$ cat src/inc/tfoc_cfg.svh
/*
 * Named constants of the temperature format and offset correction block:
 * register indices, field positions, codes and saturation limits.
 * Assumes it is included by its bare name wherever a constant is needed.
 */
`ifndef TFOC_CFG_SVH
`define TFOC_CFG_SVH

// ============================================================
// Register indices (byte address is four times the index)
// ============================================================
`define TFOC_IDX_TEMP_R1 8'h25
`define TFOC_IDX_TEMP_LOC 8'h26
`define TFOC_IDX_TEMP_R2 8'h27
`define TFOC_IDX_OFF_R1 8'h70
`define TFOC_IDX_OFF_LOC 8'h71
`define TFOC_IDX_OFF_R2 8'h72
`define TFOC_IDX_EXT_RES 8'h77
`define TFOC_IDX_CFG5 8'h7c

// ============================================================
// Channels
// ============================================================
`define TFOC_CH_R1 2'h0
`define TFOC_CH_LOC 2'h1
`define TFOC_CH_R2 2'h2
`define TFOC_CH_NONE 2'h3
`define TFOC_ALL_UNREAD 3'h7
`define TFOC_NONE_UNREAD 3'h0

// ============================================================
// Configuration fields
// ============================================================
`define TFOC_CFG_TWOS_BIT 0
`define TFOC_CFG_HALF_BIT 1

// ============================================================
// Fault byte codes and zero fraction; limits and bias in quarter degrees at 13 bits signed
// ============================================================
`define TFOC_FAULT_TWOS 8'h80
`define TFOC_FAULT_EXT 8'h00
`define TFOC_FRAC_ZERO 2'h0
`define TFOC_TW_MIN 13'h1e00
`define TFOC_TW_MAX 13'h01ff
`define TFOC_EX_MIN 13'h1f00
`define TFOC_EX_MAX 13'h02ff
`define TFOC_EX_BIAS 13'h0100

`endif

$ cat src/inc/tfoc_pkg.sv
/*
 * Types of the temperature format and offset correction block.
 * Assumes nothing beyond the tools' SystemVerilog support.
 */
package tfoc_pkg;

    // One formatted result: integer-degree byte and quarter-degree bits.
    typedef struct packed {
        logic [7:0] int_byte;
        logic [1:0] frac;
    } tfoc_res_s;

    typedef struct packed {
        logic [2:0][7:0] offset;
        logic [2:0][7:0] live_int;
        logic [2:0][1:0] live_frac;
        logic [2:0][7:0] vis_int;
        logic [2:0][1:0] vis_frac;
        logic cfg_twos;
        logic cfg_half;
        logic freeze;
        logic [2:0] unread;
        logic ack;
        logic [31:0] dat;
    } tfoc_state_s;

endpackage : tfoc_pkg

$ cat src/hdl/tfoc_fmt.sv
/*
 * Combinational formatter: adds the channel offset to one conversion,
 * saturates, and codes it as twos complement or offset-64 with a fault code.
 * Assumes a signed 11-bit quarter-degree input and a stable mode selection.
 */
`timescale 1ns/1ps
`default_nettype none
`include "tfoc_cfg.svh"

module tfoc_fmt import tfoc_pkg::*; (
    // Conversion
    input wire logic [10:0] temp_i,
    input wire logic fault_i,
    // Correction and mode
    input wire logic [7:0] offset_i,
    input wire logic half_step_i,
    input wire logic twos_i,
    // Result
    output tfoc_res_s res_o
);

    logic [12:0] off_q;
    logic [12:0] sum;
    logic [12:0] lo;
    logic [12:0] hi;
    logic [12:0] clamped;
    logic [12:0] coded;

    always_comb begin
        // Clear is one degree, set is half.
        if (half_step_i) begin
            off_q = {{4{offset_i[7]}}, offset_i, 1'b0};
        end else begin
            off_q = {{3{offset_i[7]}}, offset_i, 2'b00};
        end
        sum = {{2{temp_i[10]}}, temp_i} + off_q;
        lo = twos_i ? `TFOC_TW_MIN : `TFOC_EX_MIN;
        hi = twos_i ? `TFOC_TW_MAX : `TFOC_EX_MAX;
        if ($signed(sum) < $signed(lo)) begin
            clamped = lo;
        end else if ($signed(sum) > $signed(hi)) begin
            clamped = hi;
        end else begin
            clamped = sum;
        end
        coded = twos_i ? clamped : clamped + `TFOC_EX_BIAS;
        res_o.int_byte = coded[9:2];
        res_o.frac = coded[1:0];
        if (fault_i) begin
            res_o.int_byte = twos_i ? `TFOC_FAULT_TWOS : `TFOC_FAULT_EXT;
            res_o.frac = `TFOC_FRAC_ZERO;
        end
    end

endmodule : tfoc_fmt
`default_nettype wire

$ cat src/hdl/tfoc_top.sv
/*
 * Temperature format and offset correction with a classic Wishbone slave.
 * Holds per-channel offsets, the coding configuration, the formatted
 * results and the extended resolution register with its read freeze.
 * Assumes conversions come from logic on clk_i, one per valid pulse.
 */
// Implementation choice: register access over Wishbone.
// Notes on behaviour
// - Twos complement: signed degree byte; fault reads 0x80, fraction zero.
// - Extended range: byte is temperature plus 64; fault reads all zeros.
// - Two quarter-degree bits per channel sit in extended resolution.
// - Each channel's signed offset is added to every measurement.
// - Three offset registers, remote 1, local, remote 2, all reset to zero.
// - A configuration bit picks offset steps of one or half a degree.
// - A configuration bit set selects twos complement, clear offset-64.
// - Reading extended resolution freezes results until each byte is read.
`timescale 1ns/1ps
`default_nettype none
`include "tfoc_cfg.svh"

module tfoc_top import tfoc_pkg::*; (
    // Clock and reset
    input wire logic clk_i,
    input wire logic rst_i,
    // Wishbone slave
    input wire logic wb_cyc_i,
    input wire logic wb_stb_i,
    input wire logic wb_we_i,
    input wire logic [9:0] wb_adr_i,
    input wire logic [3:0] wb_sel_i,
    input wire logic [31:0] wb_dat_i,
    output logic [31:0] wb_dat_o,
    output logic wb_ack_o,
    // Conversion results
    input wire logic conv_valid_i,
    input wire logic [1:0] conv_chan_i,
    input wire logic [10:0] conv_temp_i,
    input wire logic conv_fault_i,
    // Status
    output logic frozen_o
);

    // ============================================================
    // Decode helpers
    // ============================================================
    function automatic logic [1:0] off_chan(input logic [7:0] idx);
        case (idx)
            `TFOC_IDX_OFF_R1: off_chan = `TFOC_CH_R1;
            `TFOC_IDX_OFF_LOC: off_chan = `TFOC_CH_LOC;
            `TFOC_IDX_OFF_R2: off_chan = `TFOC_CH_R2;
            default: off_chan = `TFOC_CH_NONE;
        endcase
    endfunction : off_chan

    function automatic logic [1:0] temp_chan(input logic [7:0] idx);
        case (idx)
            `TFOC_IDX_TEMP_R1: temp_chan = `TFOC_CH_R1;
            `TFOC_IDX_TEMP_LOC: temp_chan = `TFOC_CH_LOC;
            `TFOC_IDX_TEMP_R2: temp_chan = `TFOC_CH_R2;
            default: temp_chan = `TFOC_CH_NONE;
        endcase
    endfunction : temp_chan

    tfoc_state_s s;
    tfoc_state_s next_s;
    tfoc_res_s fmt;
    logic [7:0] conv_off;
    logic [7:0] idx;
    logic [1:0] oc;
    logic [1:0] tc;
    logic req;

    // ============================================================
    // Formatter
    // ============================================================
    // A channel code of three carries no offset, and its result is dropped.
    assign conv_off = (conv_chan_i == `TFOC_CH_NONE) ? 8'h00 :
                      s.offset[conv_chan_i];

    tfoc_fmt u_fmt (
        .temp_i(conv_temp_i),
        .fault_i(conv_fault_i),
        .offset_i(conv_off),
        .half_step_i(s.cfg_half),
        .twos_i(s.cfg_twos),
        .res_o(fmt)
    );

    // ============================================================
    // Next state
    // ============================================================
    always_comb begin
        next_s = s;
        idx = wb_adr_i[9:2];
        oc = off_chan(idx);
        tc = temp_chan(idx);
        req = wb_cyc_i & wb_stb_i & ~s.ack;
        next_s.ack = req;
        next_s.dat = 32'h0000_0000;

        // Results are coded at arrival; a later mode change does not
        // recode what is already stored, software must wait one conversion.
        if (conv_valid_i && conv_chan_i != `TFOC_CH_NONE) begin
            next_s.live_int[conv_chan_i] = fmt.int_byte;
            next_s.live_frac[conv_chan_i] = fmt.frac;
        end

        if (req) begin
            if (oc != `TFOC_CH_NONE) begin
                next_s.dat = {24'h00_0000, s.offset[oc]};
                if (wb_we_i && wb_sel_i[0]) begin
                    next_s.offset[oc] = wb_dat_i[7:0];
                end
            end else if (tc != `TFOC_CH_NONE) begin
                next_s.dat = {24'h00_0000, s.vis_int[tc]};
                if (!wb_we_i) begin
                    next_s.unread[tc] = 1'b0;
                end
            end else if (idx == `TFOC_IDX_EXT_RES) begin
                next_s.dat = {24'h00_0000, s.vis_frac[`TFOC_CH_R2],
                              s.vis_frac[`TFOC_CH_LOC],
                              s.vis_frac[`TFOC_CH_R1], 2'b00};
                if (!wb_we_i) begin
                    next_s.freeze = 1'b1;
                    next_s.unread = `TFOC_ALL_UNREAD;
                end
            end else if (idx == `TFOC_IDX_CFG5) begin
                next_s.dat = {30'h0000_0000, s.cfg_half, s.cfg_twos};
                if (wb_we_i && wb_sel_i[0]) begin
                    next_s.cfg_twos = wb_dat_i[`TFOC_CFG_TWOS_BIT];
                    next_s.cfg_half = wb_dat_i[`TFOC_CFG_HALF_BIT];
                end
            end
        end

        if (next_s.freeze && next_s.unread == `TFOC_NONE_UNREAD) begin
            next_s.freeze = 1'b0;
        end
        if (!next_s.freeze) begin
            next_s.vis_int = next_s.live_int;
            next_s.vis_frac = next_s.live_frac;
        end
    end

    // ============================================================
    // State register
    // ============================================================
    always_ff @(posedge clk_i) begin
        if (rst_i) begin
            // Every field resets to zero, offsets included.
            s <= '0;
        end else begin
            s <= next_s;
        end
    end

    assign wb_dat_o = s.dat;
    assign wb_ack_o = s.ack;
    assign frozen_o = s.freeze;

endmodule : tfoc_top
`default_nettype wire

$ cat config.mk
export PLATFORM = sky130hd
export DESIGN_NAME = tfoc_top
export DESIGN_NICKNAME = d
export VERILOG_FILES = /design/src/inc/tfoc_pkg.sv /design/src/hdl/tfoc_fmt.sv /design/src/hdl/tfoc_top.sv
export VERILOG_INCLUDE_DIRS = /design/src /design/src/inc
export SDC_FILE = /design/constraint.sdc
export NUM_CORES = 1
export LEC_CHECK = 0
export BUFFER_PORTS_ARGS = -buffer_cell sky130_fd_sc_hd__buf_2
export CORE_MARGIN = 2
export CORE_UTILIZATION = 45
export CTS_CLUSTER_SIZE = 24
export DETAILED_ROUTE_END_ITERATION = 12
export PLACE_DENSITY = 0.65
export SYNTH_ARGS = -nofsm -noshare
export SYNTH_HDL_FRONTEND = slang
export SYNTH_HIERARCHICAL = 1
export SYNTH_SLANG_ARGS = --single-unit
$ cat constraint.sdc
create_clock -name clk_i -period 6.94 [get_ports clk_i]
set_input_delay 1.388 -clock clk_i [delete_from_list [all_inputs] [get_ports clk_i]]
set_output_delay 1.388 -clock clk_i [all_outputs]
set_load 0.1 [all_outputs]
## Yosys cells after proc, flatten, opt, wreduce, memory -nomap -nowiden

Index checks and enable logic that the tools add are counted.

| operators by class | value |
|---|---|
| bitwise operators | 9 |
| add/subtract/negate cells | 2 |
| mux-type cells | 41 |
| eq/ne operators | 12 |
| order comparisons | 8 |
| reduce and logical (&&, ||, !) cells | 11 |

Operator list:

| operator | count |
|---|---|
| $mux W8 | 10 |
| $mux W10 | 5 |
| $bmux W8 S2 | 3 |
| $bwmux W24 | 2 |
| $eq A8 B7 Y1 const B | 5 |
| $demux W8 S2 | 2 |
| $mux W30 | 1 |
| $eq A8 B6 Y1 const B | 3 |
| $mux W9 | 2 |
| $mux W4 | 4 |
| $add A11 B10 Y12 | 1 |
| $gt A12 B11 Y1 | 1 |
| $lt A12 B10 Y1 | 1 |
| $pmux W2 S3 | 2 |
| $add A10 B9 Y10 const B | 1 |
| $lt A2 B3 Y1 const B | 3 |
| $bwmux W6 | 1 |
| $ge A2 B1 Y1 const B | 3 |
| $logic_and A1 B1 Y1 | 6 |
| $mux W3 | 2 |
| $ne A2 B2 Y1 const B | 3 |
| $reduce_and A6 Y1 | 1 |
| $not A1 Y1 | 5 |
| $reduce_or A5 Y1 | 1 |
| other kinds (11) | 15 |

| word-level totals | value |
|---|---|
| word-level logic and storage cells | 105 |
| bits of input ports | 66 |
| flip-flop bits (word level) | 123 |
| output and inout bits | 34 |

## Depth between registers and ports, before layout

Gate-level depths: netlist of run 1.

| depth | value |
|---|---|
| depth in word-level cells | 15 |
| gate-level depth with buffers | 24 |
| gate-level depth less buffers | 21 |

## Hierarchy

Netlist of run 1, hierarchy kept.

By module, submodules not included:

| module | instances | cells each | sequential area each (µm²) | area each (µm²) |
|---|---|---|---|---|
| tfoc_top | 1 | 533 | 1981.9 | 4987.3 |
| tfoc_fmt | 1 | 108 | 0.0 | 820.8 |

## Worst setup path after synthesis of run 1

Ideal clock, no wire load.

| path | value |
|---|---|
| path kind | input to register |
| from | input port conv_chan_i[0] |
| to | register s[52] in the netlist's numbering |
| arrival | 5.700 ns |
| required time | 6.819 ns |
| path buffers | 3 |
| path slack | 1.119 ns |
| cell stages on the path | 24 |
| cell sequence | nor2b_1 -> clkbuf_1 -> clkbuf_1 -> nand2_1 -> o21ai_0 -> and2_1 -> ha_1 -> fa_1 -> a21oi_1 -> o2111ai_1 -> a21oi_1 -> xor2_1 -> inv_1 -> ha_1 -> nand3_1 -> or4_4 -> nor4_2 -> o22a_2 -> buf_6 -> nand2_1 -> a32o_1 -> mux2i_1 -> nor2_1 -> mux2_4 |

RTL lines:

| item | line | source |
|---|---|---|
| from (decl) | tfoc_top.sv:36 | `input wire logic [1:0] conv_chan_i,` |
| to (signal assigned) | tfoc_top.sv:153 | `s <= next_s;` |
| to (decl) | tfoc_top.sv:64 | `tfoc_state_s s;` |

==> metrics.txt, run 1 <==
# TYPE chip_impl_metric gauge
chip_impl_info{name="run_status",value="complete, no violations"} 1
chip_impl_metric{name="core_area",unit="sq um"} 12620
chip_impl_metric{name="design_area",unit="sq um"} 6279
chip_impl_metric{name="wl_per_cell",unit="um"} 17.54
chip_impl_info{name="setup.worst_path.start",value="conv_chan_i[1]"} 1
chip_impl_metric{name="synth_compound_gate_area_share",unit="%"} 18.12
chip_impl_info{name="synth_largest_area_cell",value="sky130_fd_sc_hd__dfxtp_1"} 1
chip_impl_metric{name="synth_seq_cells",unit=""} 99
chip_impl_metric{name="cts_hold_repair.buffers",unit=""} 0
chip_impl_metric{name="nets",unit=""} 728
chip_impl_info{name="cell_types_with_the_largest_area_share_after_synthesis",value="sky130_fd_sc_hd__dfxtp_1 (34%), sky130_fd_sc_hd__mux2_4 (7.5%), sky130_fd_sc_hd__mux2i_1 (5.2%), sky130_fd_sc_hd__a21oi_1 (4.7%), sky130_fd_sc_hd__buf_4 (4.4%)"} 1
chip_impl_info{name="critPathCaptureType",value="flip-flop"} 1
chip_impl_metric{name="global_route_wire_length_before_repair",unit="mm"} 22.93
chip_impl_metric{name="rr_worst_depth",unit=""} 17
chip_impl_metric{name="post_cts.resized_instances",unit=""} 0
chip_impl_metric{name="share_of_synthesized_cell_area_in_full_adder_half_adder_and_majority_cells",unit="%"} 3.145
chip_impl_metric{name="place_area",unit="sq um"} 5903
chip_impl_metric{name="drt_first_iter_violations",unit=""} 332
chip_impl_metric{name="number_of_buffers_and_inverters_on_the_critical_path",unit=""} 3
chip_impl_metric{name="max_slew.worst_pin.slew",unit="ns"} 1.194
chip_impl_metric{name="min_cycle_time_layout",unit="ns"} 6.054
chip_impl_metric{name="number_of_filler_instances_in_the_final_layout",unit=""} 1208
chip_impl_metric{name="cts_htree_levels",unit=""} 3
chip_impl_metric{name="power.density_cell_area",unit="nW/um^2"} 217.5
chip_impl_metric{name="timing.slew.headroom",unit="%"} 19.83
chip_impl_metric{name="first_global_vias",unit=""} 4480
chip_impl_metric{name="seqCellArea",unit="sq um"} 1982
chip_impl_metric{name="cts_setup_buffers",unit=""} 0
chip_impl_metric{name="sequential_to_total_area_share_from_yosys_stat",unit="%"} 34.12
chip_impl_metric{name="cp.arrival",unit="ns"} 6.29
chip_impl_info{name="cp-endpoint",value="s[68]$_SDFFE_PP0N_"} 1
chip_impl_metric{name="max_cap_violations",unit=""} 0
chip_impl_metric{name="drt.antenna.violating_nets",unit=""} 0
chip_impl_metric{name="final.period_utilization",unit="%"} 87.23
chip_impl_metric{name="critical_path.max_stage_delay",unit="ns"} 0.41
chip_impl_metric{name="synthesis.instances",unit=""} 641
chip_impl_metric{name="ff2ff_setup_slack",unit="ns"} 2.06
chip_impl_metric{name="vias",unit=""} 4682
chip_impl_metric{name="netlist_area",unit="sq um"} 5808
chip_impl_metric{name="multi_input_comb_area",unit="sq um"} 3405
chip_impl_metric{name="max_clock_freq",unit="MHz"} 165.2
chip_impl_metric{name="cts-buffers-inserted",unit=""} 9
chip_impl_metric{name="antennaDiodeCount",unit=""} 0
chip_impl_metric{name="fp.dieW",unit="um"} 117.6
chip_impl_metric{name="path_max_fanout",unit=""} 15
chip_impl_metric{name="grt_max_degree",unit=""} 48
chip_impl_metric{name="finalSetupViolations",unit=""} 0
chip_impl_metric{name="post-synth-top-area-fraction",unit="%"} 34.12
chip_impl_metric{name="io_port_bufs",unit=""} 46
chip_impl_metric{name="clk_pin_slew_worst_setup_hold_paths",unit="ns"} 0.07
chip_impl_metric{name="ir_worst_vdd",unit="uV"} 180.3
chip_impl_metric{name="floorplan.io_pins",unit=""} 100
chip_impl_metric{name="synth-async-reset-ratio",unit="%"} 0
chip_impl_metric{name="yosys.area_share.simple",unit="%"} 18.89
chip_impl_info{name="worst_r2r_src",value="s[37]$_SDFFE_PP0P_"} 1
chip_impl_info{name="layout_commonest_cell",value="sky130_fd_sc_hd__dfxtp_1"} 1
chip_impl_metric{name="count_of_flip_flops_with_a_built_in_enable_after_synthesis",unit=""} 0
chip_impl_metric{name="cts.sink_count",unit=""} 99
chip_impl_info{name="setup.worst_path.class",value="input pin to flip-flop"} 1
chip_impl_metric{name="clkLatencyLatePin",unit="ns"} 0.34
chip_impl_metric{name="drive_gt1_share",unit="%"} 19.91
chip_impl_metric{name="detail_route.vias_per_cell",unit=""} 5.675
chip_impl_info{name="reg2reg_to",value="s[68]$_SDFFE_PP0N_"} 1
chip_impl_metric{name="synth_xor_xnor_area_share",unit="%"} 1.056
chip_impl_info{name="most-common-layout-cells",value="sky130_fd_sc_hd__dfxtp_1 (99), sky130_fd_sc_hd__a21oi_1 (54), sky130_fd_sc_hd__buf_2 (46)"} 1
chip_impl_metric{name="cp.required",unit="ns"} 7.17
chip_impl_metric{name="initial_antenna_violation_count",unit=""} 0
chip_impl_metric{name="setup_total_negative_slack",unit="ns"} 0
chip_impl_metric{name="relative_area_change_from_synthesis_to_final_layout",unit="%"} 8.100
chip_impl_metric{name="die_h",unit="um"} 117.6
chip_impl_metric{name="synth_area_per_cell",unit="sq um"} 9.061
chip_impl_info{name="critical_path.cell_chain",value="buf_2, nor2b_1, buf_4, nand2_1, o21ai_0, mux2_2, ha_1, nand3_1, o211ai_1, o41ai_1, xor2_1, inv_1, ha_1, nand3_1, or4_4, nor4_2, o22a_2, nand2_1, a32o_1, mux2i_1, nor2_1, mux2_4"} 1
chip_impl_metric{name="power.total",unit="mW"} 1.365
chip_impl_metric{name="buffer_depth_of_the_longest_clock_path",unit=""} 2
chip_impl_metric{name="gr-total-overflow",unit=""} 0
chip_impl_info{name="ys.flop_type",value="sky130_fd_sc_hd__dfxtp_1"} 1
chip_impl_metric{name="die_area",unit="sq um"} 13830
chip_impl_metric{name="drt_pre_antenna_iters",unit=""} 5
chip_impl_metric{name="final_critical_path_setup_slack",unit="ns"} 0.8865
chip_impl_metric{name="finClkSkew",unit="ns"} 0.008693
chip_impl_info{name="clock_root_buffer_master",value="sky130_fd_sc_hd__clkbuf_16"} 1
chip_impl_info{name="min-delay-path-class",value="flip-flop to flip-flop"} 1
chip_impl_info{name="cpMaxStageDelayCell",value="sky130_fd_sc_hd__or4_4"} 1
chip_impl_metric{name="finalWirelength",unit="mm"} 14.47
chip_impl_metric{name="dp_slack",unit="ns"} 0.5542
chip_impl_metric{name="detailedPlacementHpwl",unit="mm"} 10.03
chip_impl_metric{name="leakagePower",unit="nW"} 2.443
chip_impl_info{name="setup.worst_path.start_class",value="input pin"} 1
chip_impl_metric{name="warnings_synthesis",unit=""} 6
chip_impl_metric{name="final_max_slew_viol_count",unit=""} 0
chip_impl_info{name="critical_path.top_delay_family",value="simple AND/OR/NAND/NOR gates"} 1
chip_impl_metric{name="crit_cells",unit=""} 22
chip_impl_metric{name="fin_util",unit="%"} 49.75
chip_impl_metric{name="synth.lib_cells_used.distinct",unit=""} 68
chip_impl_info{name="grt_setup_unrepaired",value="false"} 1
chip_impl_metric{name="rows",unit=""} 41
chip_impl_info{name="combinational_family_with_the_most_area_after_synthesis",value="simple AND/OR/NAND/NOR gates"} 1
chip_impl_info{name="cts_tree",value="yes"} 1
chip_impl_metric{name="detail_route.drc_violations",unit=""} 0
chip_impl_metric{name="muxShareOfSynthArea",unit="%"} 15.77
chip_impl_metric{name="hold_violations",unit=""} 0
chip_impl_metric{name="grt_util_all_layers",unit="%"} 20.65
chip_impl_metric{name="initial_standard_cell_utilization_of_the_core",unit="%"} 46.02
chip_impl_metric{name="gpl.final_weighted_congestion",unit=""} 0.8361
==> worst register-to-register path: stages, from the launching register on <==
cell and delay [ns]:
sky130_fd_sc_hd__dfxtp_1 0.59, sky130_fd_sc_hd__mux2_2 0.42, sky130_fd_sc_hd__fa_1 0.45, sky130_fd_sc_hd__a21oi_1 0.21
sky130_fd_sc_hd__o2111ai_1 0.17, sky130_fd_sc_hd__a21oi_1 0.24, sky130_fd_sc_hd__xor2_1 0.33, sky130_fd_sc_hd__inv_1 0.08
sky130_fd_sc_hd__ha_1 0.30, sky130_fd_sc_hd__nand3_1 0.08, sky130_fd_sc_hd__or4_4 0.41, sky130_fd_sc_hd__nor4_2 0.31
sky130_fd_sc_hd__o22a_2 0.30, sky130_fd_sc_hd__nand2_1 0.08, sky130_fd_sc_hd__a32o_1 0.28, sky130_fd_sc_hd__mux2i_1 0.13
sky130_fd_sc_hd__nor2_1 0.08, sky130_fd_sc_hd__mux2_4 0.30
==> logic make-up after synthesis <==
family                     count (synthesis)
AOI/OAI and AO/OA                        157
xor gates and xnor gates                   7
adders and majority gates                 14
buffers and inverters                     88
DFF                                       99
muxes                                     75
other                                      1
and+or+nand+nor                          200
==> through the flow <==
step | hold slack [ns] | instances
after floorplan | 0.4322 | 664
after global placement | 0.4421 | 809
after detailed placement | 0.4469 | 809
after CTS | 0.4569 | 825
after global routing | 0.4786 | 825
final | 0.4574 | 825
==> flip-flops by register name, indices dropped and copies added, names as in the netlist <==
register / flops
s: 89
wb_dat_o: 8
frozen_o: 1
wb_ack_o: 1
==> cell usage after synthesis, types with 2 or more instances <==
cell and n:
sky130_fd_sc_hd__buf_4 34, sky130_fd_sc_hd__o211ai_1 2, sky130_fd_sc_hd__mux2i_1 30, sky130_fd_sc_hd__or2_1 2, sky130_fd_sc_hd__a221oi_1 5, sky130_fd_sc_hd__buf_6 5
sky130_fd_sc_hd__and4b_1 3, sky130_fd_sc_hd__nor2_1 36, sky130_fd_sc_hd__or4_4 2, sky130_fd_sc_hd__a21o_1 7, sky130_fd_sc_hd__a21oi_1 54, sky130_fd_sc_hd__or2_2 3
sky130_fd_sc_hd__nor2b_1 35, sky130_fd_sc_hd__nand4b_1 4, sky130_fd_sc_hd__o21ai_1 25, sky130_fd_sc_hd__o22ai_1 8, sky130_fd_sc_hd__nand3_1 45, sky130_fd_sc_hd__clkbuf_1 23
sky130_fd_sc_hd__a31oi_1 3, sky130_fd_sc_hd__o31ai_1 7, sky130_fd_sc_hd__nand3b_1 6, sky130_fd_sc_hd__nand2b_1 4, sky130_fd_sc_hd__nand2_1 38, sky130_fd_sc_hd__o2111ai_1 4
sky130_fd_sc_hd__inv_1 11, sky130_fd_sc_hd__a311o_1 5, sky130_fd_sc_hd__dfxtp_1 99, sky130_fd_sc_hd__xnor2_1 5, sky130_fd_sc_hd__and3_1 4, sky130_fd_sc_hd__a2111oi_2 2
sky130_fd_sc_hd__buf_2 14, sky130_fd_sc_hd__a221oi_2 3, sky130_fd_sc_hd__xor2_1 2, sky130_fd_sc_hd__nor3b_1 3, sky130_fd_sc_hd__o21ai_0 15, sky130_fd_sc_hd__nand4_1 5
sky130_fd_sc_hd__ha_1 13, sky130_fd_sc_hd__o21a_1 3, sky130_fd_sc_hd__mux2_4 29, sky130_fd_sc_hd__mux2_2 15
==> where the power goes <==
part	internal [mW]	total (mW)	switching, mW
Combinational	0.0379	0.172	0.134
Clock	0.399	0.616	0.217
Sequential	0.575	0.578	0.00287
==> worst min path at each step <==
stage | depth (start not counted) | end | slack [ns] | startpoint
2_1_floorplan | 2 | s[35]$_SDFF_PP0_ | 0.43 | s[35]$_SDFF_PP0_
3_3_place_gp | 2 | s[35]$_SDFF_PP0_ | 0.44 | s[35]$_SDFF_PP0_
3_5_place_dp | 2 | s[35]$_SDFF_PP0_ | 0.45 | s[35]$_SDFF_PP0_
4_1_cts | 2 | s[35]$_SDFF_PP0_ | 0.46 | s[35]$_SDFF_PP0_
5_1_grt | 2 | s[35]$_SDFF_PP0_ | 0.48 | s[35]$_SDFF_PP0_
6_report | 2 | s[35]$_SDFF_PP0_ | 0.46 | s[35]$_SDFF_PP0_
==> metal layers <==
metal,track usage [%],wire (um),share of wire (%),vias up
li1,-,-,-,2277
met1,26.68,6450,45,2252
met2,35.21,7081,49,137
met3,3.295,721,5.0,16
met4,6.627,216,1.5,0
met5,0,0,0,-
==> cell type report <==
| type | count | area share [%] |
|---|---|---|
| tap | 172 | 3.428 |
| inverter | 11 | 0.6576 |
| timing repair buffer | 50 | 4.145 |
| clock buffer | 10 | 3.806 |
| sequential | 99 | 31.57 |
| multi-input combinational | 477 | 54.22 |
| clock inverter | 6 | 2.172 |
(Power assumes the default switching activity.)
==> run 2, diff against run 1 <==
--- a/config.mk
+++ b/config.mk
@@ -10,4 +10,5 @@
 export CORE_MARGIN = 2
 export CORE_UTILIZATION = 45
+export CTS_CLUSTER_DIAMETER = 200
 export CTS_CLUSTER_SIZE = 24
 export DETAILED_ROUTE_END_ITERATION = 12
==> constraint.sdc (replaced) <==
create_clock -name clk_i -period 6.94 [get_ports clk_i]
set_input_delay 0.694 -clock clk_i [delete_from_list [all_inputs] [get_ports clk_i]]
set_output_delay 0.694 -clock clk_i [all_outputs]
set_load 0.1 [all_outputs]
==> metrics.txt, run 2 (same netlist as run 1, synthesis figures left out) <==
# TYPE chip_impl_metric gauge
chip_impl_metric{name="cts_htree_levels",unit=""} 3
chip_impl_metric{name="first_global_vias",unit=""} 4554
chip_impl_metric{name="max_clock_freq",unit="MHz"} 185.3
chip_impl_metric{name="die_h",unit="um"} 117.6
chip_impl_info{name="grt_setup_unrepaired",value="false"} 1
chip_impl_info{name="worst_r2r_src",value="s[37]$_SDFFE_PP0P_"} 1
chip_impl_metric{name="detailedPlacementHpwl",unit="mm"} 10.01
chip_impl_metric{name="pwr-share-seq",unit="%"} 43.8
chip_impl_info{name="max_flop_register",value="s"} 1
chip_impl_metric{name="power.clock.fraction",unit="%"} 43.2
chip_impl_metric{name="fp.dieW",unit="um"} 117.6
chip_impl_metric{name="io_port_bufs",unit=""} 46
chip_impl_metric{name="clkLatencyLatePin",unit="ns"} 0.35
chip_impl_metric{name="post_cts.resized_instances",unit=""} 0
chip_impl_metric{name="buffer_depth_of_the_longest_clock_path",unit=""} 2
chip_impl_metric{name="cp.required",unit="ns"} 7.18
chip_impl_info{name="layout_commonest_cell",value="sky130_fd_sc_hd__dfxtp_1"} 1
chip_impl_metric{name="p_int",unit="uW"} 965.9
chip_impl_info{name="min-delay-path-class",value="flip-flop to flip-flop"} 1
chip_impl_metric{name="drive_gt1_share",unit="%"} 19.75
chip_impl_metric{name="switching_share",unit="%"} 26.83
chip_impl_metric{name="hold_violations",unit=""} 0
chip_impl_metric{name="drt_first_iter_violations",unit=""} 346
chip_impl_info{name="clock_root_buffer_master",value="sky130_fd_sc_hd__clkbuf_16"} 1
chip_impl_metric{name="die_area",unit="sq um"} 13830
chip_impl_metric{name="rows",unit=""} 41
chip_impl_metric{name="cts.sink_count",unit=""} 99
chip_impl_metric{name="path_max_fanout",unit=""} 13
chip_impl_metric{name="finalSetupViolations",unit=""} 0
chip_impl_metric{name="power.density_cell_area",unit="nW/um^2"} 211.4
chip_impl_metric{name="cts-buffers-inserted",unit=""} 9
chip_impl_metric{name="core_area",unit="sq um"} 12620
chip_impl_info{name="most-common-layout-cells",value="sky130_fd_sc_hd__dfxtp_1 (99), sky130_fd_sc_hd__a21oi_1 (54), sky130_fd_sc_hd__buf_2 (46)"} 1
chip_impl_metric{name="drt_pre_antenna_iters",unit=""} 5
chip_impl_metric{name="cts_setup_buffers",unit=""} 0
chip_impl_metric{name="net_sw_power",unit="uW"} 354.2
chip_impl_metric{name="initial_standard_cell_utilization_of_the_core",unit="%"} 46.02
chip_impl_metric{name="comb_power_share",unit="%"} 13.0
chip_impl_metric{name="grt_util_all_layers",unit="%"} 20.98
chip_impl_metric{name="leakagePower",unit="nW"} 2.427
chip_impl_metric{name="cp.arrival",unit="ns"} 5.64
chip_impl_info{name="setup.worst_path.start",value="conv_chan_i[0]"} 1
chip_impl_info{name="hold_start",value="s[35]$_SDFF_PP0_"} 1
chip_impl_metric{name="ir_worst_vdd",unit="uV"} 187.8
chip_impl_metric{name="setup_total_negative_slack",unit="ns"} 0
chip_impl_metric{name="power.total",unit="mW"} 1.320
chip_impl_metric{name="final_max_slew_viol_count",unit=""} 0
chip_impl_metric{name="final.period_utilization",unit="%"} 77.77
chip_impl_metric{name="timing.slew.headroom",unit="%"} 18.24
chip_impl_info{name="setup.worst_path.class",value="input pin to flip-flop"} 1
chip_impl_metric{name="floorplan.io_pins",unit=""} 100
chip_impl_metric{name="finalWirelength",unit="mm"} 14.47
chip_impl_metric{name="gr-total-overflow",unit=""} 0
chip_impl_metric{name="grt_max_degree",unit=""} 92
chip_impl_metric{name="vias",unit=""} 4775
chip_impl_metric{name="drt.antenna.violating_nets",unit=""} 0
chip_impl_metric{name="max_slew.worst_pin.slew",unit="ns"} 1.217
chip_impl_metric{name="min_cycle_time_layout",unit="ns"} 5.397
chip_impl_info{name="run_status",value="complete, no violations"} 1
chip_impl_metric{name="wl_per_cell",unit="um"} 17.54
chip_impl_metric{name="detail_route.vias_per_cell",unit=""} 5.788
chip_impl_metric{name="number_of_filler_instances_in_the_final_layout",unit=""} 1216
chip_impl_info{name="critPathCaptureType",value="flip-flop"} 1
chip_impl_metric{name="gpl.final_weighted_congestion",unit=""} 0.8110
chip_impl_metric{name="antennaDiodeCount",unit=""} 0
chip_impl_metric{name="global_route_wire_length_before_repair",unit="mm"} 23.37
chip_impl_metric{name="largest_register_ff_count",unit=""} 89
chip_impl_info{name="setup.worst_path.start_class",value="input pin"} 1
chip_impl_metric{name="final_critical_path_setup_slack",unit="ns"} 1.543
chip_impl_metric{name="detail_route.drc_violations",unit=""} 0
chip_impl_metric{name="clk_pin_slew_worst_setup_hold_paths",unit="ns"} 0.07
chip_impl_metric{name="fin_util",unit="%"} 49.47
chip_impl_metric{name="finClkSkew",unit="ns"} 0.01262
chip_impl_metric{name="cts_hold_repair.buffers",unit=""} 0
chip_impl_metric{name="dp_slack",unit="ns"} 1.202
chip_impl_metric{name="nets",unit=""} 728
chip_impl_metric{name="max_cap_violations",unit=""} 0
chip_impl_metric{name="relative_area_change_from_synthesis_to_final_layout",unit="%"} 7.497
chip_impl_info{name="cts_tree",value="yes"} 1
chip_impl_metric{name="smallest_hold_slack",unit="ns"} 0.4616
chip_impl_metric{name="initial_antenna_violation_count",unit=""} 0
-- run 2: changes by cell type in the layout (fill, tap and decap cells not counted) --
cell                        change
sky130_fd_sc_hd__inv_6          +1
sky130_fd_sc_hd__bufinv_16      -1
sky130_fd_sc_hd__clkbuf_1       +1
sky130_fd_sc_hd__clkinv_4       -1
sky130_fd_sc_hd__clkinv_2       +1
sky130_fd_sc_hd__clkbuf_8       -1
-- run 2: path summary, 6_finish.rpt --
path | to | slack [ns] | cells after the start
hold reg to reg | s[35]$_SDFF_PP0_ | 0.46 | 2
setup / recovery | s[68]$_SDFFE_PP0N_ | 1.54 | 22
setup reg to reg | s[68]$_SDFFE_PP0N_ | 2.04 | 17
hold / removal | s[35]$_SDFF_PP0_ | 0.46 | 2
-- run 2: area by class of cell --
cell class / instances / area (sq um) / area share, %
Multi-Input combinational cell: 477 / 3405 / 54.53
Sequential cell: 99 / 1982 / 31.74
Timing Repair Buffer: 50 / 260.3 / 4.168
Clock buffer: 10 / 229.0 / 3.667
Tap cell: 172 / 215.2 / 3.447
Clock inverter: 6 / 111.4 / 1.784
Inverter: 11 / 41.29 / 0.6613
-- run 2: metal layers --
layer  vias up  share of wire (%)  GRT usage, %
li1       2277                  -             -
met1      2293                 43         26.26
met2       174                 49         35.43
met3        31                6.3         4.457
met4         0                2.5         7.831
met5         -                  0             0
-- run 2: critical path: stages --
cell,delay (ns)
sky130_fd_sc_hd__buf_2,0.24
sky130_fd_sc_hd__nor2b_1,0.43
sky130_fd_sc_hd__buf_4,0.31
sky130_fd_sc_hd__nand2_1,0.07
sky130_fd_sc_hd__o21ai_0,0.09
sky130_fd_sc_hd__mux2_2,0.19
sky130_fd_sc_hd__ha_1,0.29
sky130_fd_sc_hd__nand2_1,0.14
sky130_fd_sc_hd__o211ai_1,0.12
sky130_fd_sc_hd__o41ai_1,0.32
sky130_fd_sc_hd__xor2_1,0.40
sky130_fd_sc_hd__inv_1,0.09
sky130_fd_sc_hd__ha_1,0.29
sky130_fd_sc_hd__nand3_1,0.07
sky130_fd_sc_hd__or4_4,0.41
sky130_fd_sc_hd__nor4_2,0.29
sky130_fd_sc_hd__o22a_2,0.29
sky130_fd_sc_hd__nand2_1,0.07
sky130_fd_sc_hd__a32o_1,0.29
sky130_fd_sc_hd__mux2i_1,0.16
sky130_fd_sc_hd__nor2_1,0.08
sky130_fd_sc_hd__mux2_4,0.30
-- run 2: power by group through the flow --
stage / clock, mW / combinational [mW] / sequential (mW)
after global routing: 0.603 / 0.181 / 0.578
after detailed placement: 0 / 0.170 / 0.591
after floorplan: 0 / 0.144 / 0.591
final: 0.571 / 0.172 / 0.578
after global placement: 0 / 0.167 / 0.591
after CTS: 0.581 / 0.170 / 0.578
-- run 2: through the flow --
step                cell area (sq um)  cells
global placement                 5903    809
detailed placement               5903    809
finish                           6243    825
global route                     6243    825
floorplan                        5894    664
CTS                              6243    825
